File: src/hw/spm_pkg.sv
// Package for the byte-wide SPI master/slave port: register map,
// field positions, reset values, states and the rate decode.
// Assumes a classic Wishbone register bus on a 250 MHz system clock.
//
// How it works
// - Slave: select always input; low activates port, MISO driven if direction says.
// - Slave: select high makes port passive, resets counter, drops partial byte.
// - Master with select as output: select is plain general output.
// - Master with select input pulled low: master_select clears, port becomes slave.
// - That forced drop also sets transfer_done_flag, raising the interrupt if enabled.
// - Modes 0..3 combine idle level and phase; shift and latch opposite edges.
// - clock_idle_level one rests SCK high, zero rests SCK low.
// - clock_phase_sel zero samples leading edge; one samples trailing edge.
// - bit_order one shifts LSB first, zero shifts MSB first.
// - Nothing happens on the link unless port_enable is one; select is still driven from the pin direction register while disabled.
// - Interrupt when transfer_done_flag, irq_enable and global enable are all set.
// - Master SCK divides system clock by 4,16,64,128 or 2,8,32,64.
// - Rate bits do not affect slave operation.
// - transfer_done_flag sets on every finished byte.
// - Flag clears on vector taken, or status read then data access.
// - Data write during transfer sets write_collision_flag; same clearing sequence.
// - Status bits 5 to 1 read as zero.
// - double_rate doubles master SCK; shortest period two system clocks.
// - Data write starts a byte; data read returns receive buffer.
// - Master stops SCK after one byte, sets flag, keeps received byte.
// - Transmit single buffered; unread received byte is overwritten by next.
package spm_pkg;

  // Register indices; byte address is four times the index
  localparam logic [5:0] IDX_CONTROL = 6'h2C;
  localparam logic [5:0] IDX_STATUS  = 6'h2D;
  localparam logic [5:0] IDX_DATA    = 6'h2E;
  localparam logic [5:0] IDX_PINDIR  = 6'h2F;

  // spi_control fields
  localparam int B_IRQ_EN   = 7;
  localparam int B_PORT_EN  = 6;
  localparam int B_ORDER    = 5;
  localparam int B_MASTER   = 4;
  localparam int B_IDLE_LVL = 3;
  localparam int B_PHASE    = 2;
  localparam int B_RATE_HI  = 1;
  localparam int B_RATE_LO  = 0;

  // spi_status fields
  localparam int B_DONE     = 7;
  localparam int B_COLL     = 6;
  localparam int B_DOUBLE   = 0;

  // Pin direction register fields
  localparam int D_MOSI     = 0;
  localparam int D_MISO     = 1;
  localparam int D_SCK      = 2;
  localparam int D_SS       = 3;
  localparam int D_SS_LEVEL = 4;

  // Reset values
  localparam logic [7:0] RST_CONTROL = 8'h00;
  localparam logic [4:0] RST_PINDIR  = 5'h00;

  // Byte framing
  localparam logic [3:0] LAST_EDGE   = 4'hF;
  localparam logic [3:0] LAST_SAMPLE = 4'h7;

  typedef enum logic {ST_IDLE = 1'b0, ST_SHIFT = 1'b1} spm_state_t;

  // System clocks per SCK half period for {double_rate, hi, lo}
  function automatic logic [6:0] rate_half(input logic [2:0] code);
    logic [6:0] h;
    h = 7'h02;
    unique case (code)
      3'h0: h = 7'h02;
      3'h1: h = 7'h08;
      3'h2: h = 7'h20;
      3'h3: h = 7'h40;
      3'h4: h = 7'h01;
      3'h5: h = 7'h04;
      3'h6: h = 7'h10;
      3'h7: h = 7'h20;
    endcase
    return h;
  endfunction : rate_half

endpackage : spm_pkg

File: src/hw/spm_port.sv
// Top of the SPI master/slave port: Wishbone registers, shift engine,
// flag handling and pin drivers.
// Assumes a classic Wishbone master and an external SPI party on pins.
//
// Implementation choice: register access over Wishbone.
module spm_port (
  // Clock and reset
  input  wire logic        CLK_IN,
  input  wire logic        RESET_N_IN,
  // Wishbone slave
  input  wire logic        WB_CYC_IN,
  input  wire logic        WB_STB_IN,
  input  wire logic        WB_WE_IN,
  input  wire logic [7:0]  WB_ADR_IN,
  input  wire logic [31:0] WB_DAT_IN,
  input  wire logic [3:0]  WB_SEL_IN,
  output logic      [31:0] WB_DAT_OUT,
  output logic             WB_ACK_OUT,
  // Processor side
  input  wire logic        CPU_IRQ_EN_IN,
  input  wire logic        IRQ_TAKEN_IN,
  output logic             IRQ_OUT,
  // Serial clock pin
  input  wire logic        SCK_IN,
  output logic             SCK_OUT,
  output logic             SCK_OE_OUT,
  // Master-out pin
  input  wire logic        MOSI_IN,
  output logic             MOSI_OUT,
  output logic             MOSI_OE_OUT,
  // Master-in pin
  input  wire logic        MISO_IN,
  output logic             MISO_OUT,
  output logic             MISO_OE_OUT,
  // Select pin, active low on the wire
  input  wire logic        SS_N_IN,
  output logic             SS_N_OUT,
  output logic             SS_N_OE_OUT
);

  logic [7:0]      ctrl_q;
  logic            double_q;
  logic [4:0]      dir_q;
  logic            done_q;
  logic            coll_q;
  logic            arm_done_q;
  logic            arm_coll_q;
  logic [7:0]      rx_buf_q;
  logic [7:0]      sh_q;
  logic            out_bit_q;
  logic            sck_q;
  logic            sck_prev_q;
  logic [3:0]      cnt_q;
  spm_pkg::spm_state_t state_q;
  logic            ack_q;
  logic [31:0]     rdata_q;
  logic [3:0]      sync_w;
  logic            tick_w;

  function automatic logic hit(input logic [7:0] adr,
                               input logic [5:0] idx);
    return adr == {idx, 2'b00};
  endfunction : hit

  // Bus decode; one access per request, taken as ack rises
  logic req_w, wr_w, rd_w, wr_ctrl_w, wr_stat_w, wr_dir_w;
  logic wr_data_w, acc_data_w, rd_stat_w;
  assign req_w      = WB_CYC_IN && WB_STB_IN && !ack_q;
  assign wr_w       = req_w && WB_WE_IN && WB_SEL_IN[0];
  assign rd_w       = req_w && !WB_WE_IN;
  assign wr_ctrl_w  = wr_w && hit(WB_ADR_IN, spm_pkg::IDX_CONTROL);
  assign wr_stat_w  = wr_w && hit(WB_ADR_IN, spm_pkg::IDX_STATUS);
  assign wr_dir_w   = wr_w && hit(WB_ADR_IN, spm_pkg::IDX_PINDIR);
  assign wr_data_w  = wr_w && hit(WB_ADR_IN, spm_pkg::IDX_DATA);
  assign rd_stat_w  = rd_w && hit(WB_ADR_IN, spm_pkg::IDX_STATUS);
  assign acc_data_w = wr_data_w ||
                      (rd_w && hit(WB_ADR_IN, spm_pkg::IDX_DATA));

  // Control fields
  logic en_w, master_w, lsb_w, idle_w, phase_w;
  assign en_w     = ctrl_q[spm_pkg::B_PORT_EN];
  assign master_w = ctrl_q[spm_pkg::B_MASTER];
  assign lsb_w    = ctrl_q[spm_pkg::B_ORDER];
  assign idle_w   = ctrl_q[spm_pkg::B_IDLE_LVL];
  assign phase_w  = ctrl_q[spm_pkg::B_PHASE];

  // Pins pass two flops before use
  spm_sync u_sync (
    .clk_in     (CLK_IN),
    .reset_n_in (RESET_N_IN),
    .pins_in    ({SS_N_IN, SCK_IN, MOSI_IN, MISO_IN}),
    .pins_out   (sync_w)
  );

  logic ss_s, sck_s, mosi_s, miso_s;
  assign {ss_s, sck_s, mosi_s, miso_s} = sync_w;

  // Role and activity
  logic slave_act_w, fault_w, busy_w, xfer_w, start_w;
  assign slave_act_w = en_w && !master_w && !ss_s;
  assign fault_w  = en_w && master_w && !dir_q[spm_pkg::D_SS] && !ss_s;
  assign busy_w   = (state_q == spm_pkg::ST_SHIFT);
  assign xfer_w   = busy_w || (slave_act_w && cnt_q != 4'h0);
  assign start_w  = wr_data_w && !xfer_w && en_w && master_w && !fault_w;

  // Rate bits only reach the master divider
  spm_rate_div u_div (
    .clk_in     (CLK_IN),
    .reset_n_in (RESET_N_IN),
    .run_in     (busy_w),
    .half_in    (spm_pkg::rate_half({double_q, ctrl_q[1:0]})),
    .tick_out   (tick_w)
  );

  // Edge events; even master edges are leading ones
  logic sck_chg_w, lead_w, trail_w, sample_w, setup_w, in_bit_w;
  logic head_w, done_w;
  logic [7:0] shifted_w;
  assign sck_chg_w = slave_act_w && (sck_s != sck_prev_q);
  assign lead_w  = master_w ? (tick_w && !cnt_q[0])
                            : (sck_chg_w && sck_prev_q == idle_w);
  assign trail_w = master_w ? (tick_w && cnt_q[0])
                            : (sck_chg_w && sck_prev_q != idle_w);
  assign sample_w  = phase_w ? trail_w : lead_w;
  assign setup_w   = phase_w ? lead_w : trail_w;
  assign in_bit_w  = master_w ? miso_s : mosi_s;
  assign head_w    = lsb_w ? sh_q[0] : sh_q[7];
  assign shifted_w = lsb_w ? {in_bit_w, sh_q[7:1]}
                           : {sh_q[6:0], in_bit_w};
  assign done_w    = master_w
                   ? (tick_w && cnt_q == spm_pkg::LAST_EDGE)
                   : (sample_w && cnt_q == spm_pkg::LAST_SAMPLE);

  // Previous synchronised SCK for slave edge detection
  always_ff @(posedge CLK_IN or negedge RESET_N_IN)
  begin
    if (!RESET_N_IN)
      sck_prev_q <= 1'b1; // Matches synchroniser reset, no false edge
    else
      sck_prev_q <= sck_s;
  end

  // Bus acknowledge, one cycle after the request
  always_ff @(posedge CLK_IN or negedge RESET_N_IN)
  begin
    if (!RESET_N_IN)
      ack_q <= 1'b0;
    else
      ack_q <= req_w;
  end

  // Control register; a forced drop beats a software write
  always_ff @(posedge CLK_IN or negedge RESET_N_IN)
  begin
    if (!RESET_N_IN)
      ctrl_q <= spm_pkg::RST_CONTROL;
    else if (fault_w)
      ctrl_q[spm_pkg::B_MASTER] <= 1'b0;
    else if (wr_ctrl_w)
      ctrl_q <= WB_DAT_IN[7:0];
  end

  // Double rate bit and pin directions
  always_ff @(posedge CLK_IN or negedge RESET_N_IN)
  begin
    if (!RESET_N_IN)
    begin
      double_q <= 1'b0;
      dir_q    <= spm_pkg::RST_PINDIR;
    end
    else
    begin
      if (wr_stat_w)
        double_q <= WB_DAT_IN[spm_pkg::B_DOUBLE];
      if (wr_dir_w)
        dir_q <= WB_DAT_IN[4:0];
    end
  end

  // Byte sequencer: master counts edges, slave counts samples
  always_ff @(posedge CLK_IN or negedge RESET_N_IN)
  begin
    if (!RESET_N_IN)
    begin
      state_q <= spm_pkg::ST_IDLE;
      cnt_q   <= 4'h0;
    end
    else if (!en_w || fault_w)
    begin
      state_q <= spm_pkg::ST_IDLE;
      cnt_q   <= 4'h0;
    end
    else if (master_w)
    begin
      if (start_w)
      begin
        state_q <= spm_pkg::ST_SHIFT;
        cnt_q   <= 4'h0;
      end
      else if (tick_w)
      begin
        cnt_q <= 4'(cnt_q + 4'h1);
        if (cnt_q == spm_pkg::LAST_EDGE)
          state_q <= spm_pkg::ST_IDLE;
      end
    end
    else
    begin
      state_q <= spm_pkg::ST_IDLE;
      if (ss_s)
        cnt_q <= 4'h0;
      else if (sample_w)
        cnt_q <= (cnt_q == spm_pkg::LAST_SAMPLE) ? 4'h0
                                                 : 4'(cnt_q + 4'h1);
    end
  end

  // Master SCK rests at the idle level outside a byte
  always_ff @(posedge CLK_IN or negedge RESET_N_IN)
  begin
    if (!RESET_N_IN)
      sck_q <= 1'b0;
    else if (!busy_w)
      sck_q <= idle_w;
    else if (tick_w)
      sck_q <= !sck_q;
  end

  // Shift register and output bit; writes mid-byte are refused
  always_ff @(posedge CLK_IN or negedge RESET_N_IN)
  begin
    if (!RESET_N_IN)
    begin
      sh_q      <= 8'h00;
      out_bit_q <= 1'b0;
    end
    else if (wr_data_w && !xfer_w)
    begin
      sh_q      <= WB_DAT_IN[7:0];
      out_bit_q <= lsb_w ? WB_DAT_IN[0] : WB_DAT_IN[7];
    end
    else if (!master_w && ss_s)
      out_bit_q <= head_w;
    else if (sample_w)
      sh_q <= shifted_w;
    else if (setup_w)
      out_bit_q <= head_w;
  end

  // Receive buffer; an unread byte is simply overwritten
  always_ff @(posedge CLK_IN or negedge RESET_N_IN)
  begin
    if (!RESET_N_IN)
      rx_buf_q <= 8'h00;
    else if (done_w)
      rx_buf_q <= sample_w ? shifted_w : sh_q;
  end

  // Flags; a set in the clearing cycle wins
  logic clr_seq_w;
  assign clr_seq_w = acc_data_w && (arm_done_q || arm_coll_q);
  always_ff @(posedge CLK_IN or negedge RESET_N_IN)
  begin
    if (!RESET_N_IN)
    begin
      done_q <= 1'b0;
      coll_q <= 1'b0;
    end
    else
    begin
      if (done_w || fault_w)
        done_q <= 1'b1;
      else if (IRQ_TAKEN_IN || clr_seq_w)
        done_q <= 1'b0;
      if (wr_data_w && xfer_w)
        coll_q <= 1'b1;
      else if (acc_data_w && arm_coll_q)
        coll_q <= 1'b0;
    end
  end

  // Status read with a flag set arms the clear by a data access
  always_ff @(posedge CLK_IN or negedge RESET_N_IN)
  begin
    if (!RESET_N_IN)
    begin
      arm_done_q <= 1'b0;
      arm_coll_q <= 1'b0;
    end
    else if (acc_data_w)
    begin
      arm_done_q <= 1'b0;
      arm_coll_q <= 1'b0;
    end
    else if (rd_stat_w)
    begin
      arm_done_q <= done_q;
      arm_coll_q <= coll_q;
    end
  end

  // Read data, registered with the acknowledge; unmapped reads zero
  always_ff @(posedge CLK_IN or negedge RESET_N_IN)
  begin
    if (!RESET_N_IN)
      rdata_q <= 32'h0000_0000;
    else if (rd_w)
    begin
      rdata_q <= 32'h0000_0000;
      if (hit(WB_ADR_IN, spm_pkg::IDX_CONTROL))
        rdata_q[7:0] <= ctrl_q;
      else if (hit(WB_ADR_IN, spm_pkg::IDX_STATUS))
        rdata_q[7:0] <= {done_q, coll_q, 5'h00, double_q};
      else if (hit(WB_ADR_IN, spm_pkg::IDX_DATA))
        rdata_q[7:0] <= rx_buf_q;
      else if (hit(WB_ADR_IN, spm_pkg::IDX_PINDIR))
        rdata_q[4:0] <= dir_q;
    end
  end

  assign WB_ACK_OUT = ack_q;
  assign WB_DAT_OUT = rdata_q;
  assign IRQ_OUT    = done_q && ctrl_q[spm_pkg::B_IRQ_EN]
                      && CPU_IRQ_EN_IN;

  // Pin drivers; only master drives SCK and MOSI
  assign SCK_OUT     = sck_q;
  assign SCK_OE_OUT  = en_w && master_w && dir_q[spm_pkg::D_SCK];
  assign MOSI_OUT    = out_bit_q;
  assign MOSI_OE_OUT = en_w && master_w && dir_q[spm_pkg::D_MOSI];
  assign MISO_OUT    = out_bit_q;
  assign MISO_OE_OUT = slave_act_w && dir_q[spm_pkg::D_MISO];
  assign SS_N_OUT    = dir_q[spm_pkg::D_SS_LEVEL];
  assign SS_N_OE_OUT = dir_q[spm_pkg::D_SS] && !(en_w && !master_w);

  // Checks
  chk_fault_drop: assert property (@(posedge CLK_IN) disable iff (!RESET_N_IN)
    fault_w |=> !ctrl_q[spm_pkg::B_MASTER] && done_q && !SCK_OE_OUT)
    else $error("forced drop did not leave master role");

  chk_fault_flag: assert property (@(posedge CLK_IN) disable iff (!RESET_N_IN)
    fault_w && ctrl_q[spm_pkg::B_IRQ_EN] && CPU_IRQ_EN_IN
      |=> IRQ_OUT || !CPU_IRQ_EN_IN || !ctrl_q[spm_pkg::B_IRQ_EN])
    else $error("forced drop raised no interrupt");

  chk_slave_reset: assert property (@(posedge CLK_IN) disable iff (!RESET_N_IN)
    en_w && !master_w && ss_s |-> !MISO_OE_OUT ##1 cnt_q == 4'h0)
    else $error("deselected slave kept its bit count");

  chk_sck_idle: assert property (@(posedge CLK_IN) disable iff (!RESET_N_IN)
    !busy_w |=> sck_q == $past(idle_w))
    else $error("SCK not at idle level between bytes");

  chk_done_set: assert property (@(posedge CLK_IN) disable iff (!RESET_N_IN)
    done_w |=> done_q ##0 rx_buf_q == $past(sample_w ? shifted_w : sh_q))
    else $error("finished byte did not set flag and buffer");

  chk_coll_set: assert property (@(posedge CLK_IN) disable iff (!RESET_N_IN)
    wr_data_w && xfer_w
      |=> coll_q && (sh_q == $past(sample_w ? shifted_w : sh_q)))
    else $error("write during transfer not flagged");

  chk_rsvd_zero: assert property (@(posedge CLK_IN) disable iff (!RESET_N_IN)
    rd_stat_w |=> WB_ACK_OUT && WB_DAT_OUT[5:1] == 5'h00)
    else $error("reserved status bits not zero");

  chk_off_idle: assert property (@(posedge CLK_IN) disable iff (!RESET_N_IN)
    !en_w |-> !MISO_OE_OUT ##1 state_q == spm_pkg::ST_IDLE)
    else $error("disabled port is shifting");

  chk_first_bit: assert property (@(posedge CLK_IN) disable iff (!RESET_N_IN)
    start_w |=> busy_w && MOSI_OUT ==
      $past(lsb_w ? WB_DAT_IN[0] : WB_DAT_IN[7]))
    else $error("first bit is not the selected end of the byte");

  chk_vec_clear: assert property (@(posedge CLK_IN) disable iff (!RESET_N_IN)
    IRQ_TAKEN_IN && !done_w && !fault_w |=> !done_q ##0 !IRQ_OUT)
    else $error("taking the vector did not clear the flag");

  cov_master_byte: cover property (@(posedge CLK_IN) disable iff (!RESET_N_IN)
    master_w && done_w);
  cov_slave_byte: cover property (@(posedge CLK_IN) disable iff (!RESET_N_IN)
    !master_w && done_w);
  cov_fault: cover property (@(posedge CLK_IN) disable iff (!RESET_N_IN)
    fault_w);
  cov_collision: cover property (@(posedge CLK_IN) disable iff (!RESET_N_IN)
    wr_data_w && xfer_w);

endmodule : spm_port

File: src/hw/spm_sync.sv
// Two-flop synchroniser for the four link pins.
// Assumes the inputs are asynchronous to CLK_IN.
module spm_sync (
  // Clock and reset
  input  wire logic       clk_in,
  input  wire logic       reset_n_in,
  // Pins and synchronised copies
  input  wire logic [3:0] pins_in,
  output logic      [3:0] pins_out
);

  logic [3:0] meta_q;

  // First stage feeds only the second; select idles high
  always_ff @(posedge clk_in or negedge reset_n_in)
  begin
    if (!reset_n_in)
    begin
      meta_q   <= 4'hF;
      pins_out <= 4'hF;
    end
    else
    begin
      meta_q   <= pins_in;
      pins_out <= meta_q;
    end
  end

endmodule : spm_sync

File: src/hw/spm_rate_div.sv
// SCK half-period tick generator for master role.
// Assumes half is held stable while run is high.
module spm_rate_div (
  // Clock and reset
  input  wire logic       clk_in,
  input  wire logic       reset_n_in,
  // Control
  input  wire logic       run_in,
  input  wire logic [6:0] half_in,
  // One-cycle pulse per SCK edge
  output logic            tick_out
);

  logic [6:0] cnt_q;

  assign tick_out = run_in && (cnt_q == 7'(half_in - 7'h01));

  // Restarts from zero so the first edge is a full half period away
  always_ff @(posedge clk_in or negedge reset_n_in)
  begin
    if (!reset_n_in)
      cnt_q <= 7'h00;
    else if (!run_in || tick_out)
      cnt_q <= 7'h00;
    else
      cnt_q <= 7'(cnt_q + 7'h01);
  end

endmodule : spm_rate_div

File: config.mk
export PLATFORM = sky130hd
export DESIGN_NAME = spm_port
export DESIGN_NICKNAME = d
export VERILOG_FILES = /design/src/hw/spm_pkg.sv /design/src/hw/spm_port.sv /design/src/hw/spm_sync.sv /design/src/hw/spm_rate_div.sv
export SDC_FILE = /design/constraint.sdc
export NUM_CORES = 1
export LEC_CHECK = 0
export BUFFER_PORTS_ARGS = -buffer_cell sky130_fd_sc_hd__buf_2
export CAP_MARGIN = 20
export CORE_ASPECT_RATIO = 0.75
export CORE_MARGIN = 8
export CORE_UTILIZATION = 30
export CTS_CLUSTER_DIAMETER = 200
export DETAILED_ROUTE_END_ITERATION = 6
export GPL_TIMING_DRIVEN = 0
export MAX_ROUTING_LAYER = met4
export PLACE_DENSITY = 0.52
export SLEW_MARGIN = 40
export SYNTH_ARGS = -nofsm -noshare
export SYNTH_HDL_FRONTEND = slang
export SYNTH_SLANG_ARGS = --single-unit
File: constraint.sdc
create_clock -name CLK_IN -period 5.9 [get_ports CLK_IN]
set_input_delay 0.295 -clock CLK_IN [delete_from_list [all_inputs] [get_ports CLK_IN]]
set_output_delay 0.295 -clock CLK_IN [all_outputs]
set_load 0.05 [all_outputs]
==> results.yml <==
run_status:
  outcome: "finished clean"
global_route:
  track_usage: 0.1341
  grt_max_degree: 48
  grt_pass1_vias: 3207
  grt-ovfl-total: 0
  antenna_found_initial: 0
  grt_first_pass_wirelength_um: 17550
sta:
  setup_viol: 0
  fin_skew_ns: 0.006891
  slew_headroom: 0.4596
  whs_ns: 0.06020
  worstMarginPinSlew_ns: 0.8058
  tns_ns: 0
  period_share: 0.5580
  hold_violations: 0
  post-route-min-period_ns: 3.292
  fmax_ghz: 0.3037
  rsz0062_at_grt: "false"
  slew_violations: 0
logic_synthesis:
  synth-seq-area-share: 0.4181
  synth_cells: 395
  ys_warn_count: 0
  synth_top_area_cell: "dfrtp_1"
  synthTopCellsByCount: "dfrtp_1 (57), nor2_1 (36), nand2_1 (28)"
  synth_area_sq_um: 3978
  syn-mean-instance-area_sq_um: 10.07
  ys.flop_type: "dfrtp_1"
  synth-edff-count: 0
  yosys_register_bits: 66
  netlist.area_leader.share: 0.3586
  async_reset_ff_frac: 1.000
  synthMostInstantiatedCell: "dfrtp_1"
  synth_area_leaders: "dfrtp_1 (36%), dfstp_2 (5.9%), mux2_2 (5.1%)"
  synth_cell_types: 66
run:
  max_cap_viol_count: 0
cts:
  h-tree-depth: 3
  insertion_delay_ns: 0.33
  clk_pin_slew_ns: 0.05
  cts_tree: "built"
  ctsLongestPathBuffers: 2
  ctsRootBufferMaster: "clkbuf_16"
  cts_made_buffers: 9
  clock_sinks: 66
  post-cts-setup-buffer-count: 0
die:
  ioPinCount: 97
  die-area_sq_um: 17240
  num_rows: 36
  start_util: 0.3066
  core_sq_um: 12970
  die-height_um: 115.7
  die_w_um: 149.0
cells_and_area:
  n_antenna_cell: 0
  fin_area_sq_um: 4828
  layout-drive-gt1-share: 0.2833
  fin_nets: 534
  area_growth_pct: 21.39
  fill_cells: 1348
worst_setup_path:
  crit_fanout: 10
  end_kind: "flop"
  setup.worst_path.start_class: "flop"
  path_common_cell: "buf_6"
  cp.required_ns: 6.14
  criticalPathCategory: "flop to flop"
  max_stage_delay_ns: 0.63
  slowest_stage: "nor4_4"
  crit_chain: "buf_6, or3_1, ha_1, buf_6, xnor2_1, a31oi_1, or4_4, nor4_4, buf_6, nor3_1, a221oi_2"
  arrival_ns: 3.53
pwr:
  power_mw: 1.068
  power.leakage_nw: 2.213
  irDropWorstVdd_uv: 122.1
  p_per_area_nw_per_um2: 221.2
routing:
  drtIter0Drc: 156
  vias: 3203
  drc: 0
  viasPerCell: 4.920
  wl_per_cell_um: 16.68
  dr.pass1.iters: 4
  totalWireLength_um: 10860
  antenna_left: 0
placed_design:
  io_buffer_count: 44
  place.gp.congestion: 0.8375
  dp_hpwl_um: 8380
  place_area_sq_um: 4537
hold_path:
  hp-class: "input pin to flop"
cells by family after synthesis:
family | share of synthesized area
and+or+nand+nor | 0.2199
AOI/OAI and AO/OA | 0.1268
DFF | 0.4181
buffers and inverters | 0.08650
muxes | 0.1044
xor gates and xnor gates | 0.03083
adders and majority gates | 0.01258
other | 0.0009428
metal layers:
layer | part of all wire | wire [um] | GRT usage
met3 | 0.065 | 711 | 0.03629
met5 | 0 | 0 | -
met2 | 0.41 | 4465 | 0.1844
met4 | 0.0083 | 90 | 0.03622
met1 | 0.51 | 5590 | 0.1882
timing repair:
action / CTS / global route
endpoints found under the hold margin: 15 / 0
gates resized for setup: 0 / 0
hold buffers: 1 / 0
critical path, delay by kind of cell, from the launching register on:
family,cells,cell delay [ns]
AO/OA/AOI/OAI,2,0.24
XOR/XNOR,1,0.17
adder cells (fa/ha/maj),1,0.19
buffers and inverters,3,0.52
flip-flops,1,0.39
AND/OR/NAND/NOR,4,1.68
cells in the final DEF (no fill, tap or decap), types with 5 or more instances in the layout:
master     netlist  layout
nand3_1          9       9
nand3b_1         6       6
dfstp_2          9       9
buf_2            1      44
inv_1           11      11
and3_1           8       8
nand2_1         28      28
nor2_1          36      36
and2_1           5       5
mux2i_1         19      19
a31oi_1         10      10
a221oi_1         5       5
nor2b_1          7       7
nor3_1          20      19
clkbuf_1         7      10
xnor2_1         10      10
conb_1           1      24
a21oi_1          5       5
mux2_2          18      18
dfrtp_1         57      57
buf_4           26      26
clkbuf_16        0       9
o21ai_0         15      15
buf_6            6       7
layout make-up:
type	count	area (sq um)	share of cell area
clock buffer	14	264.0	0.05468
timing repair buffer	46	264.0	0.05468
tap	171	214.0	0.04431
clock inverter	2	12.51	0.002591
sequential	66	1663	0.3444
multi-input combinational	299	2067	0.4281
inverter	11	41.29	0.008551
buffer	42	302.8	0.06271
registers in the layout, summed over array words and instances (netlist names), 4 cells and up:
register,flops
WB_DAT_OUT,8
ctrl_q,8
rx_buf_q,8
sh_q,8
u_div.cnt_q,7
dir_q,5
cnt_q,4
u_sync.meta_q,4
u_sync.pins_out,4
power by group:
group	switching, mW	internal, mW	total (mW)
Sequential	0.00458	0.462	0.466
Clock	0.191	0.307	0.498
Combinational	0.0715	0.0320	0.103
worst paths after layout:
path	startpoint	to	slack, ns	cells after the start
max in group asynchronous	RESET_N_IN	sck_prev_q	4.98	3
min	MISO_IN	u_sync.meta_q[0]	0.06	1
max reg2reg	ctrl_q[1]	rx_buf_q[1]	2.61	11
min in group asynchronous	RESET_N_IN	rx_buf_q[4]	0.38	2
min reg2reg	u_sync.meta_q[3]	u_sync.pins_out[3]	0.35	0
max	ctrl_q[1]	rx_buf_q[1]	2.61	11
through the flow:
step                      setup slack (ns)  utilization  instances
after floorplan                      2.894            -        418
after global routing                 2.455       0.3722        651
after CTS                            2.604       0.3718        651
after global placement               2.688       0.3467        633
final                                2.608       0.3722        651
after detailed placement             2.629       0.3497        634
(Power assumes the default switching activity.)
